## config.mk

```make
export PLATFORM = sky130hd
export DESIGN_NAME = gpc_top
export DESIGN_NICKNAME = d
export VERILOG_FILES = /design/src/hw/gpc_pkg.sv /design/src/hw/gpc_port_cell.sv /design/src/hw/gpc_top.sv
export SDC_FILE = /design/constraint.sdc
export NUM_CORES = 1
export LEC_CHECK = 0
export ABC_AREA = 1
export BUFFER_PORTS_ARGS = -buffer_cell sky130_fd_sc_hd__buf_2
export CORE_MARGIN = 2
export CORE_UTILIZATION = 40
export DETAILED_ROUTE_END_ITERATION = 16
export MAX_ROUTING_LAYER = met4
export PLACE_DENSITY = 0.65
export SLEW_MARGIN = 20
export SYNTH_ARGS = -nofsm -noshare
export SYNTH_HDL_FRONTEND = slang
export SYNTH_SLANG_ARGS = --single-unit
```

## constraint.sdc

```tcl
create_clock -name I_MCLK -period 1 [get_ports I_MCLK]
set_input_delay 0.1 -clock I_MCLK [delete_from_list [all_inputs] [get_ports I_MCLK]]
set_output_delay 0.1 -clock I_MCLK [all_outputs]
set_load 0.01 [all_outputs]
```

## src/hw/gpc_pkg.sv

```systemverilog
`default_nettype none
package gpc_pkg;
  // Port numbering: A, B, C, E, F, G, L share one layout
  localparam int NPORT = 7;
  localparam int PW    = 8;
  localparam int IDX_F = 4;
  localparam int IDX_G = 5;
  localparam int IDX_L = 6;

  // Register map, byte addresses
  localparam logic [7:0] PORT_BASE [NPORT] = '{
    8'h00, 8'h04, 8'h08, 8'h0C, 8'h10, 8'h14, 8'h18};
  localparam logic [1:0] OFF_CFG    = 2'h0;
  localparam logic [1:0] OFF_DAT    = 2'h1;
  localparam logic [1:0] OFF_PIN    = 2'h2;
  localparam logic [7:0] OFF_PORT_D = 8'h1C;
  localparam logic [2:0] IDX_NONE   = 3'h7;

  // Reset values
  localparam logic [7:0] RST_CFG    = 8'h00;
  localparam logic [7:0] RST_DAT    = 8'h00;
  localparam logic [7:0] RST_PORT_D = 8'hFF;

  // Implemented bits per port
  localparam logic [7:0] MASK_FULL  = 8'hFF;
  localparam logic [7:0] MASK_F     = 8'h0F;

  // Port G special bit positions
  localparam int G_INT_BIT     = 0;
  localparam int G_WDOG_BIT    = 1;
  localparam int G_CAP_BIT     = 2;
  localparam int G_T1IO_BIT    = 3;
  localparam int G_SCLK_BIT    = 5;
  localparam int G_SIN_BIT     = 6;
  localparam int G_CLKOUT_BIT  = 7;
  localparam int G_IDLE_BIT    = 6;
  localparam int G_HALT_BIT    = 7;
  localparam int G_PHASE_BIT   = 6;
  localparam int G_DELAY_BIT   = 7;
  localparam logic [7:0] G_DAT_RD_MASK = 8'h3F;

  // State of one port cell
  typedef struct packed {
    logic [7:0] cfg;
    logic [7:0] dat;
    logic [7:0] sync1;
    logic [7:0] sync2;
    logic [7:0] out;
    logic [7:0] oe;
    logic [7:0] pull;
  } gpc_cell_state_t;

  // State of the top level
  typedef struct packed {
    logic [7:0] rdata;
    logic [7:0] port_d;
    logic       halt;
    logic       idle;
    logic       dly_en;
  } gpc_top_state_t;
endpackage
`default_nettype wire

```

## src/hw/gpc_port_cell.sv

```systemverilog
`default_nettype none
module gpc_port_cell #(
  parameter logic [7:0] IMPL_MASK = gpc_pkg::MASK_FULL
) (
  input  wire logic       i_clk,
  input  wire logic       i_rst_b,
  input  wire logic       i_wr_cfg,
  input  wire logic       i_wr_dat,
  input  wire logic [7:0] i_wdata,
  input  wire logic [7:0] i_pin,
  input  wire logic [7:0] i_alt_en,
  input  wire logic [7:0] i_alt_val,
  input  wire logic [7:0] i_ovr_en,
  input  wire logic [7:0] i_ovr_oe,
  input  wire logic [7:0] i_ovr_out,
  input  wire logic [7:0] i_ovr_pull,
  output logic      [7:0] o_cfg,
  output logic      [7:0] o_dat,
  output logic      [7:0] o_level,
  output logic      [7:0] o_out,
  output logic      [7:0] o_oe,
  output logic      [7:0] o_pull
);
  gpc_pkg::gpc_cell_state_t s_reg;
  gpc_pkg::gpc_cell_state_t s_next;

  // Register writes, pin sampling and per-bit drive
  always_comb begin
    s_next = s_reg;
    if (i_wr_cfg) begin
      s_next.cfg = i_wdata & IMPL_MASK;
    end
    if (i_wr_dat) begin
      s_next.dat = i_wdata & IMPL_MASK;
    end
    s_next.sync1 = i_pin & IMPL_MASK;
    s_next.sync2 = s_reg.sync1;
    for (int b = 0; b < 8; b++) begin
      if (i_ovr_en[b]) begin
        s_next.oe[b]   = i_ovr_oe[b];
        s_next.out[b]  = i_ovr_out[b];
        s_next.pull[b] = i_ovr_pull[b];
      end else begin
        s_next.oe[b]   = s_next.cfg[b];
        s_next.out[b]  = i_alt_en[b] ? i_alt_val[b] : s_next.dat[b];
        s_next.pull[b] = ~s_next.cfg[b] & s_next.dat[b];
      end
    end
    s_next.oe   = s_next.oe & IMPL_MASK;
    s_next.out  = s_next.out & IMPL_MASK;
    s_next.pull = s_next.pull & IMPL_MASK;
  end

  // State register
  always_ff @(posedge i_clk or negedge i_rst_b) begin
    if (!i_rst_b) begin
      s_reg <= '{cfg: gpc_pkg::RST_CFG, dat: gpc_pkg::RST_DAT,
                 default: '0};
    end else begin
      s_reg <= s_next;
    end
  end

  assign o_cfg   = s_reg.cfg;
  assign o_dat   = s_reg.dat;
  assign o_level = s_reg.sync2;
  assign o_out   = s_reg.out;
  assign o_oe    = s_reg.oe;
  assign o_pull  = s_reg.pull;
endmodule
`default_nettype wire

```

## src/hw/gpc_top.sv

```systemverilog
// Our own choices: the placing of the registers and strobed register access.
`default_nettype none
module gpc_top #(
  parameter int NPORT = gpc_pkg::NPORT
) (
  input  wire logic               I_MCLK,
  input  wire logic               I_RST_B,
  input  wire logic [7:0]         I_ADDR,
  input  wire logic [7:0]         I_WDATA,
  input  wire logic               I_WR,
  input  wire logic               I_RD,
  output logic      [7:0]         O_RDATA,
  input  wire logic [NPORT*8-1:0] I_PIO_IN,
  output logic      [NPORT*8-1:0] O_PIO_OUT,
  output logic      [NPORT*8-1:0] O_PIO_OE,
  output logic      [NPORT*8-1:0] O_PIO_PULLUP,
  output logic      [7:0]         O_PORT_D,
  input  wire logic               I_WDOG_SEL,
  input  wire logic               I_WDOG_OUT_B,
  input  wire logic               I_OSC_CLK,
  input  wire logic               I_RC_CLOCK_MODE,
  input  wire logic [7:0]         I_G_ALT_EN,
  input  wire logic [7:0]         I_G_ALT_OUT,
  input  wire logic [7:0]         I_L_ALT_EN,
  input  wire logic [7:0]         I_L_ALT_OUT,
  output logic                    O_HALT_REQ,
  output logic                    O_IDLE_REQ,
  output logic                    O_SERIAL_ALT_PHASE,
  output logic                    O_HALT_EXIT_STARTUP_DELAY_EN,
  output logic                    O_EXTERNAL_INTERRUPT_IN,
  output logic                    O_TIMER1_CAPTURE_IN,
  output logic                    O_TIMER1_IO_IN,
  output logic                    O_SERIAL_DATA_IN,
  output logic                    O_SERIAL_SHIFT_CLOCK_IN,
  output logic      [7:0]         O_WAKEUP_LEVEL
);
  // Only the documented port count fits the fixed register map
  if (NPORT != gpc_pkg::NPORT) begin : g_bad_nport
    $error("gpc_top: NPORT must equal the fixed port count");
  end

  gpc_pkg::gpc_top_state_t s_reg;
  gpc_pkg::gpc_top_state_t s_next;

  logic [7:0] cfg_w   [NPORT];
  logic [7:0] dat_w   [NPORT];
  logic [7:0] level_w [NPORT];
  logic [7:0] out_w   [NPORT];
  logic [7:0] oe_w    [NPORT];
  logic [7:0] pull_w  [NPORT];
  logic [7:0] alt_en_w  [NPORT];
  logic [7:0] alt_val_w [NPORT];
  logic [7:0] ovr_en_w  [NPORT];
  logic [7:0] ovr_oe_w  [NPORT];
  logic [7:0] ovr_out_w [NPORT];
  logic [7:0] ovr_pull_w[NPORT];
  logic [NPORT-1:0] wr_cfg;
  logic [NPORT-1:0] wr_dat;
  logic [2:0]       wr_idx;
  logic [2:0]       rd_idx;

  // Port whose three-register group holds the address
  function automatic logic [2:0] port_index(input logic [7:0] a);
    logic [2:0] r;
    r = gpc_pkg::IDX_NONE;
    for (int p = 0; p < gpc_pkg::NPORT; p++) begin
      if ({a[7:2], 2'b00} == gpc_pkg::PORT_BASE[p] &&
          a[1:0] != 2'h3) begin
        r = 3'(p);
      end
    end
    return r;
  endfunction

  assign wr_idx = port_index(I_ADDR);
  assign rd_idx = wr_idx;

  // Write strobes into the port cells; pin level is read only
  always_comb begin
    for (int p = 0; p < NPORT; p++) begin
      wr_cfg[p] = I_WR && wr_idx == 3'(p) &&
                  I_ADDR[1:0] == gpc_pkg::OFF_CFG;
      wr_dat[p] = I_WR && wr_idx == 3'(p) &&
                  I_ADDR[1:0] == gpc_pkg::OFF_DAT;
    end
  end

  // Alternate outputs and fixed pin functions per port
  always_comb begin
    for (int p = 0; p < NPORT; p++) begin
      alt_en_w[p]   = '0;
      alt_val_w[p]  = '0;
      ovr_en_w[p]   = '0;
      ovr_oe_w[p]   = '0;
      ovr_out_w[p]  = '0;
      ovr_pull_w[p] = '0;
    end
    alt_en_w[gpc_pkg::IDX_G]  = I_G_ALT_EN;
    alt_val_w[gpc_pkg::IDX_G] = I_G_ALT_OUT;
    alt_en_w[gpc_pkg::IDX_L]  = I_L_ALT_EN;
    alt_val_w[gpc_pkg::IDX_L] = I_L_ALT_OUT;
    // G6 input only, never driven
    ovr_en_w[gpc_pkg::IDX_G][gpc_pkg::G_SIN_BIT]    = 1'b1;
    ovr_oe_w[gpc_pkg::IDX_G][gpc_pkg::G_SIN_BIT]    = 1'b0;
    // G7 carries the oscillator clock
    ovr_en_w[gpc_pkg::IDX_G][gpc_pkg::G_CLKOUT_BIT]  = 1'b1;
    ovr_oe_w[gpc_pkg::IDX_G][gpc_pkg::G_CLKOUT_BIT]  = 1'b1;
    ovr_out_w[gpc_pkg::IDX_G][gpc_pkg::G_CLKOUT_BIT] = I_OSC_CLK;
    // G1 as watchdog output: pulls high, sinks while active
    if (I_WDOG_SEL) begin
      ovr_en_w[gpc_pkg::IDX_G][gpc_pkg::G_WDOG_BIT]   = 1'b1;
      ovr_oe_w[gpc_pkg::IDX_G][gpc_pkg::G_WDOG_BIT]   = ~I_WDOG_OUT_B;
      ovr_out_w[gpc_pkg::IDX_G][gpc_pkg::G_WDOG_BIT]  = 1'b0;
      ovr_pull_w[gpc_pkg::IDX_G][gpc_pkg::G_WDOG_BIT] = 1'b1;
    end
  end

  // One cell per bidirectional port
  for (genvar p = 0; p < NPORT; p++) begin : g_port
    gpc_port_cell #(
      .IMPL_MASK (p == gpc_pkg::IDX_F ? gpc_pkg::MASK_F
                                      : gpc_pkg::MASK_FULL)
    ) u_cell (
      .i_clk      (I_MCLK),
      .i_rst_b    (I_RST_B),
      .i_wr_cfg   (wr_cfg[p]),
      .i_wr_dat   (wr_dat[p]),
      .i_wdata    (I_WDATA),
      .i_pin      (I_PIO_IN[p*8 +: 8]),
      .i_alt_en   (alt_en_w[p]),
      .i_alt_val  (alt_val_w[p]),
      .i_ovr_en   (ovr_en_w[p]),
      .i_ovr_oe   (ovr_oe_w[p]),
      .i_ovr_out  (ovr_out_w[p]),
      .i_ovr_pull (ovr_pull_w[p]),
      .o_cfg      (cfg_w[p]),
      .o_dat      (dat_w[p]),
      .o_level    (level_w[p]),
      .o_out      (out_w[p]),
      .o_oe       (oe_w[p]),
      .o_pull     (pull_w[p])
    );
    assign O_PIO_OUT[p*8 +: 8]    = out_w[p];
    assign O_PIO_OE[p*8 +: 8]     = oe_w[p];
    assign O_PIO_PULLUP[p*8 +: 8] = pull_w[p];
  end

  // Read data, output-only port, power mode requests
  always_comb begin
    s_next = s_reg;
    s_next.halt = 1'b0;
    s_next.idle = 1'b0;
    if (I_RD) begin
      s_next.rdata = '0;
      if (I_ADDR == gpc_pkg::OFF_PORT_D) begin
        s_next.rdata = s_reg.port_d;
      end else if (rd_idx != gpc_pkg::IDX_NONE) begin
        unique case (I_ADDR[1:0])
          gpc_pkg::OFF_CFG: s_next.rdata = cfg_w[rd_idx];
          gpc_pkg::OFF_DAT: begin
            s_next.rdata = dat_w[rd_idx];
            if (rd_idx == 3'(gpc_pkg::IDX_G)) begin
              s_next.rdata = dat_w[rd_idx] & gpc_pkg::G_DAT_RD_MASK;
            end
          end
          gpc_pkg::OFF_PIN: s_next.rdata = level_w[rd_idx];
          default:          s_next.rdata = '0;
        endcase
      end
    end
    if (I_WR && I_ADDR == gpc_pkg::OFF_PORT_D) begin
      s_next.port_d = I_WDATA;
    end
    if (wr_dat[gpc_pkg::IDX_G]) begin
      s_next.halt = I_WDATA[gpc_pkg::G_HALT_BIT];
      s_next.idle = I_WDATA[gpc_pkg::G_IDLE_BIT];
    end
    s_next.dly_en = cfg_w[gpc_pkg::IDX_G][gpc_pkg::G_DELAY_BIT] &
                    I_RC_CLOCK_MODE;
  end

  // State register; port D presets high under reset
  always_ff @(posedge I_MCLK or negedge I_RST_B) begin
    if (!I_RST_B) begin
      s_reg <= '{port_d: gpc_pkg::RST_PORT_D, default: '0};
    end else begin
      s_reg <= s_next;
    end
  end

  assign O_RDATA                      = s_reg.rdata;
  assign O_PORT_D                     = s_reg.port_d;
  assign O_HALT_REQ                   = s_reg.halt;
  assign O_IDLE_REQ                   = s_reg.idle;
  assign O_HALT_EXIT_STARTUP_DELAY_EN = s_reg.dly_en;
  // Serial clock phase straight from G configuration bit 6
  assign O_SERIAL_ALT_PHASE =
    cfg_w[gpc_pkg::IDX_G][gpc_pkg::G_PHASE_BIT];
  // Synchronised alternate inputs for the peripherals
  assign O_EXTERNAL_INTERRUPT_IN =
    level_w[gpc_pkg::IDX_G][gpc_pkg::G_INT_BIT];
  assign O_TIMER1_CAPTURE_IN =
    level_w[gpc_pkg::IDX_G][gpc_pkg::G_CAP_BIT];
  assign O_TIMER1_IO_IN =
    level_w[gpc_pkg::IDX_G][gpc_pkg::G_T1IO_BIT];
  assign O_SERIAL_DATA_IN =
    level_w[gpc_pkg::IDX_G][gpc_pkg::G_SIN_BIT];
  assign O_SERIAL_SHIFT_CLOCK_IN =
    level_w[gpc_pkg::IDX_G][gpc_pkg::G_SCLK_BIT];
  assign O_WAKEUP_LEVEL = level_w[gpc_pkg::IDX_L];
endmodule
`default_nettype wire

```

* Word level (Yosys, flattened, before mapping)
Index checks and enable logic that the tools add are counted.
** Cells by class
- $lt $le $gt $ge :: 1
- Muxes and demuxes :: 54
- Equal/unequal tests :: 17
- Reductions and logical operators :: 32
- Bitwise operators :: 103
** Operators by type and width (count)
- $mux 8 :: 19
- $bmux 8 s3 :: 3
- $and 1x1->1 :: 51
- $not 1->1 :: 51
- $logic_and 1x1->1 :: 29
- $pmux 8 s3 :: 1
- $mux 3 :: 7
- $mux 1 :: 19
- $eq 6x3->1 const B :: 3
- $eq 6x2->1 const B :: 2
- $mux 6 :: 2
- $eq 3x3->1 const B :: 3
- $eq 8x5->1 const B :: 1
- $mux 4 :: 2
- $eq 3x2->1 const B :: 2
- $eq 6x1->1 const B :: 1
- $logic_not 6->1 :: 1
- $ge 4x4->1 const B :: 1
- $not 3->4 :: 1
- $eq 3x1->1 const B :: 1
- $logic_not 3->1 :: 1
- $ne 3x3->1 const B :: 1
- $eq 2x1->1 const B :: 1
- $eq 2x2->1 const B :: 1
- other kinds (3) :: 3
** Storage, ports and cells
- Bits in registers :: 299
- Output and inout bits :: 201
- Word-level logic and storage cells :: 252
- Input port bits :: 112

* Longest topological paths before layout
- Word-level depth :: 17
- Mapped depth :: 16
- Mapped depth without buffers :: 15

* Hierarchy
A second synthesis with hierarchy kept.
** Second synthesis, totals
- Cell total of the unflattened synthesis :: 2210
- Area total of the unflattened synthesis :: 17595.6 sq um
** By module, submodules not included
- gpc_port_cell at g_port[0].u_cell ... :: instances 6, cells each 236, area each 2160.8 sq um
- gpc_top :: instances 1, cells each 651, area each 3335.7 sq um
- gpc_port_cell at g_port[4].u_cell :: instances 1, cells each 143, area each 1295.0 sq um

* Least setup slack after synthesis
OpenSTA, ideal clock, no wires.
- Path kind :: input -> register
- Start point :: input I_ADDR[4]
- End point :: register s_reg, in the netlist O_RDATA[1]
- Arrival :: 1.450 ns
- Path buffers :: 1
- Library setup time :: 0.117 ns
- Data required time :: 0.883 ns
- Slack :: -0.567 ns
- Cell stages on the path :: 11
- Cells stage by stage :: nor2_2 -> nand4_2 -> nand2_1 -> clkbuf_1 -> nand3_1 -> nand3_1 -> nand2_1 -> nand3_1 -> nand3_1 -> nor2_1 -> nor2_1
** Between the ends
- Cells in the longest elaborated chain, start to end :: 17
- Elaborated cells on any way between the ends :: 37
** RTL lines
- start, declared :: line gpc_top.sv:8 : input wire logic [7:0] I_ADDR,
- $logic_not 6->1 :: line gpc_top.sv:67 : if ({a[7:2], 2'b00} == gpc_pkg::PORT_BASE[p] &&
- $logic_and 1x1->1 :: line gpc_top.sv:67
- $mux 3 (7 in a row) :: line gpc_top.sv:67
- $not 3->4 (not written as such)
- $bmux 8 s3 :: line gpc_top.sv:161, gpc_top.sv:163
- $mux 8 (not written as such) (2 in a row) :: line gpc_top.sv:163 : s_next.rdata = dat_w[rd_idx] & gpc_pkg::G_DAT_RD_MASK;
- $mux 8 :: line gpc_top.sv:162 : if (rd_idx == 3'(gpc_pkg::IDX_G)) begin
- $pmux 8 s3 :: line gpc_top.sv:158 : unique case (I_ADDR[1:0])
- $mux 8 :: line gpc_top.sv:157 : end else if (rd_idx != gpc_pkg::IDX_NONE) begin
- $mux 8 (*) :: line gpc_top.sv:155 : if (I_ADDR == gpc_pkg::OFF_PORT_D) begin
- end signal, assigned :: line gpc_top.sv:187 : s_reg <= s_next;
- end, declared :: line gpc_top.sv:42 : gpc_pkg::gpc_top_state_t s_reg;
Mark *: on every way between the ends. The rest lies on a longest branch, timed or not. The select of a mux whose other input is x is not followed.
A chain may end at the register's enable or synchronous reset.

==> flow_summary.json <==
{
  "fin_area_um2": 22600,
  "clkSlewWorstSetupHoldPaths_ps": 70,
  "cp_max_fo": 8,
  "grt_overflow": 0,
  "die_w_um": 181,
  "die_area_um2": 32700,
  "drive_above_1_share_pct": 53.4,
  "start_util_pct": 40.7,
  "ant_nets": 0,
  "synth_compound_area_share_pct": 6.69,
  "fmax_ghz": 0.699,
  "synth_seq_cells": 292,
  "vdd_drop_max_uv": 1240,
  "critPathSlowestCell": "buf_12",
  "period_minus_slack_ps": 1430,
  "met1_length_mm": 19.6,
  "seq_area_frac_synth_pct": 58.6,
  "first_pass_iters": 5,
  "synthXorXnorAreaFrac_pct": 0,
  "cp-end-kind": "flop",
  "finalSetupViolations": 310,
  "core_area_um2": 30700,
  "synth-adder-area-share_pct": 0,
  "path_common_cell": "nand2_4",
  "clkSinkCount": 292,
  "hold_viol_final": 0,
  "mostFrequentLayoutCells": "dfrtp_1 (284), buf_6 (273), nand2_1 (267)",
  "wire_per_inst_um": 20.7,
  "p_leak_nw": 11.3,
  "layout_commonest_cell": "dfrtp_1",
  "routed.top_layer": "met4",
  "wl_mm": 52.1,
  "fin_cells": 2517,
  "clockBufferDepth": 3,
  "max_stage_delay_ps": 180,
  "dpl_worst_slack_ps": -1020,
  "grt_util_all_layers_pct": 30.6,
  "ys_types": 32,
  "synth_top_family_by_area": "simple AND/OR/NAND/NOR gates",
  "syn_inst": 1405,
  "power.density_nw_per_um2": 1300,
  "wl_met3_mm": 3.67,
  "synth-simple-area-share_pct": 20.7,
  "fp.dieH_um": 181,
  "placed_cell_area_um2": 15900,
  "holdCritPathClass": "in2async",
  "worst_pin_slew_ps": 506,
  "synth_area_per_cell_um2": 8.89,
  "crit_chain": "buf_8 -> nand2_8 -> buf_6 -> nand2_4 -> nor2_4 -> nand2_4 -> nand3_4 -> buf_8 -> buf_12 -> buf_16 -> nor2_4 -> buf_6 -> nand3_4 -> buf_12 -> nand2_4 -> o21ai_4 -> nor2_2",
  "whs_ps": 91.6,
  "dp_hpwl_mm": 31.4,
  "htree_levels": 1,
  "fin_crit_sh_pct": 143,
  "syn2layout_area_growth_pct": 81.2,
  "fillers": 1920,
  "clk_latency_ps": 570,
  "cts_root_buf": "clkbuf_16",
  "grt_setup_unrepaired": "yes",
  "failed_checks": "setup timing",
  "syn_area_um2": 12500,
  "rows": 64,
  "drv_cap": 0,
  "viasPerCell": 5.02,
  "grt_pass1_vias": 13000,
  "cts_buffers": 30,
  "drc": 0,
  "worst_slack_ps": -430,
  "boundaryPins": 313,
  "io_buffers": 288,
  "grt_pass1_wl_mm": 74.4,
  "cts_tree": "done",
  "grt_max_degree": 72,
  "dr_wl_met2_mm": 26.5,
  "drtIter0Drc": 1047,
  "fin_nets": 2208,
  "place_congestion": 0.938,
  "critPathLaunchType": "input pin",
  "path_class": "in2reg",
  "yosys_warnings": 0,
  "yosys-mux-area-fraction_pct": 0,
  "finalSetupTns_ps": -71420,
  "antenna_found_initial": 1,
  "skew_ps": 13.4,
  "outcome": "complete, but fails checks",
  "slew_viol_final": 0,
  "slew_headroom_pct": 66.3,
  "arrival_ps": 1920,
  "critPathRequiredTime_ps": 1490,
  "dp_cells": 2193,
  "via_count": 12600
}
[report_power, final]
group          switching, mW  internal (mW)
sequential             0.339           12.5
combinational           2.72           2.75
clock                   5.09           6.15
total                   8.15           21.4
[synth_stat cells, drive strengths merged]
library cell	n	share of area, %
a211oi	12	0.72
a21oi	20	0.92
buf	125	7.1
clkbuf	24	0.72
clkinv	10	0.30
conb	2	0.060
dfrtp	284	57
dfstp	8	1.7
inv	194	5.8
nand2	370	11
nand3	91	3.9
nand3b	10	0.60
nand4	21	1.1
nor2	90	2.9
nor3	5	0.37
nor4	1	0.050
o21ai	126	5.0
or2	12	0.60
[worst max-delay path, delay by kind of cell]
kind / cells / cell delay [ps]
AO/OA/AOI/OAI: 1 / 70
AND/OR/NAND/NOR: 9 / 790
buffers and inverters: 7 / 930
[metal layers]
layer	global-route usage [%]	up-vias
met5	-	-
met4	11.7	0
met3	4.03	142
met2	51.9	599
met1	37.2	6246
li1	-	5637
[path summary, 6_finish.rpt]
path | startpoint | end | slack (ps) | cells after the start
max in group asynchronous | I_RST_B | g_port[5].u_cell.o_level[7]$_DFF_PN0_ | 0 | 3
setup / recovery | I_ADDR[0] | g_port[3].u_cell.o_pull[1]$_DFF_PN0_ | -430 | 17
hold reg to reg | g_port[2].u_cell.s_next[26]$_DFF_PN0_ | g_port[2].u_cell.o_level[2]$_DFF_PN0_ | 350 | 0
min in group I_MCLK | I_WR | O_PORT_D[0]$_DFFE_PN1P_ | 160 | 4
setup reg to reg | g_port[3].u_cell.o_dat[0]$_DFF_PN0_ | O_RDATA[0]$_DFFE_PN0P_ | -370 | 10
hold / removal | I_RST_B | g_port[6].u_cell.o_level[3]$_DFF_PN0_ | 90 | 3
[timing repair]
action,in CTS,in global routing
endpoints found under the setup margin,329,373
pin swaps,109,85
setup buffers,109,53
hold buffers,96,1
cloned,14,6
resized for setup,598,246
endpoints found under the hold margin,415,10
[through the flow]
| stage | total power, mW | util (%) |
|---|---|---|
| 2_1_floorplan | 14.5 | - |
| 3_3_place_gp | 16.3 | 51.8 |
| 3_5_place_dp | 16.3 | 51.8 |
| 4_1_cts | 28.9 | 69.3 |
| 5_1_grt | 30.5 | 73.8 |
| 6_report | 29.5 | 73.8 |
[registers in the layout (all words and copies together), names as in the netlist]
| signal | flops |
|---|---|
| g_port.u_cell.o_pull | 50 |
| g_port.u_cell.o_level | 52 |
| g_port.u_cell.o_cfg | 39 |
| g_port.u_cell.o_dat | 50 |
| g_port.u_cell.s_next | 52 |
| g_port.u_cell.o_out | 15 |
| O_IDLE_REQ | 1 |
| O_PORT_D | 8 |
| O_HALT_REQ | 1 |
| O_HALT_EXIT_STARTUP_DELAY_EN | 1 |
| g_port.u_cell.o_oe | 15 |
| O_RDATA | 8 |
[final cells by class]
cell class	count	area (um2)	area share [%]
diodes	1	2.50	0.0111
clock buffers	37	818	3.62
clock inverters	19	153	0.674
inverters	204	821	3.63
multi-input cells	775	5300	23.4
flip-flops and latches	292	7320	32.3
well taps	396	495	2.19
repair buffers	792	7720	34.1
repair inverters	1	7.51	0.0332
[cell families after synthesis]
kind of cell / after synthesis
other: 2
and+or+nand+nor: 600
DFF: 292
AOI/OAI and AO/OA: 158
buffers and inverters: 353
Note: power is estimated with default switching activity, not from simulation.
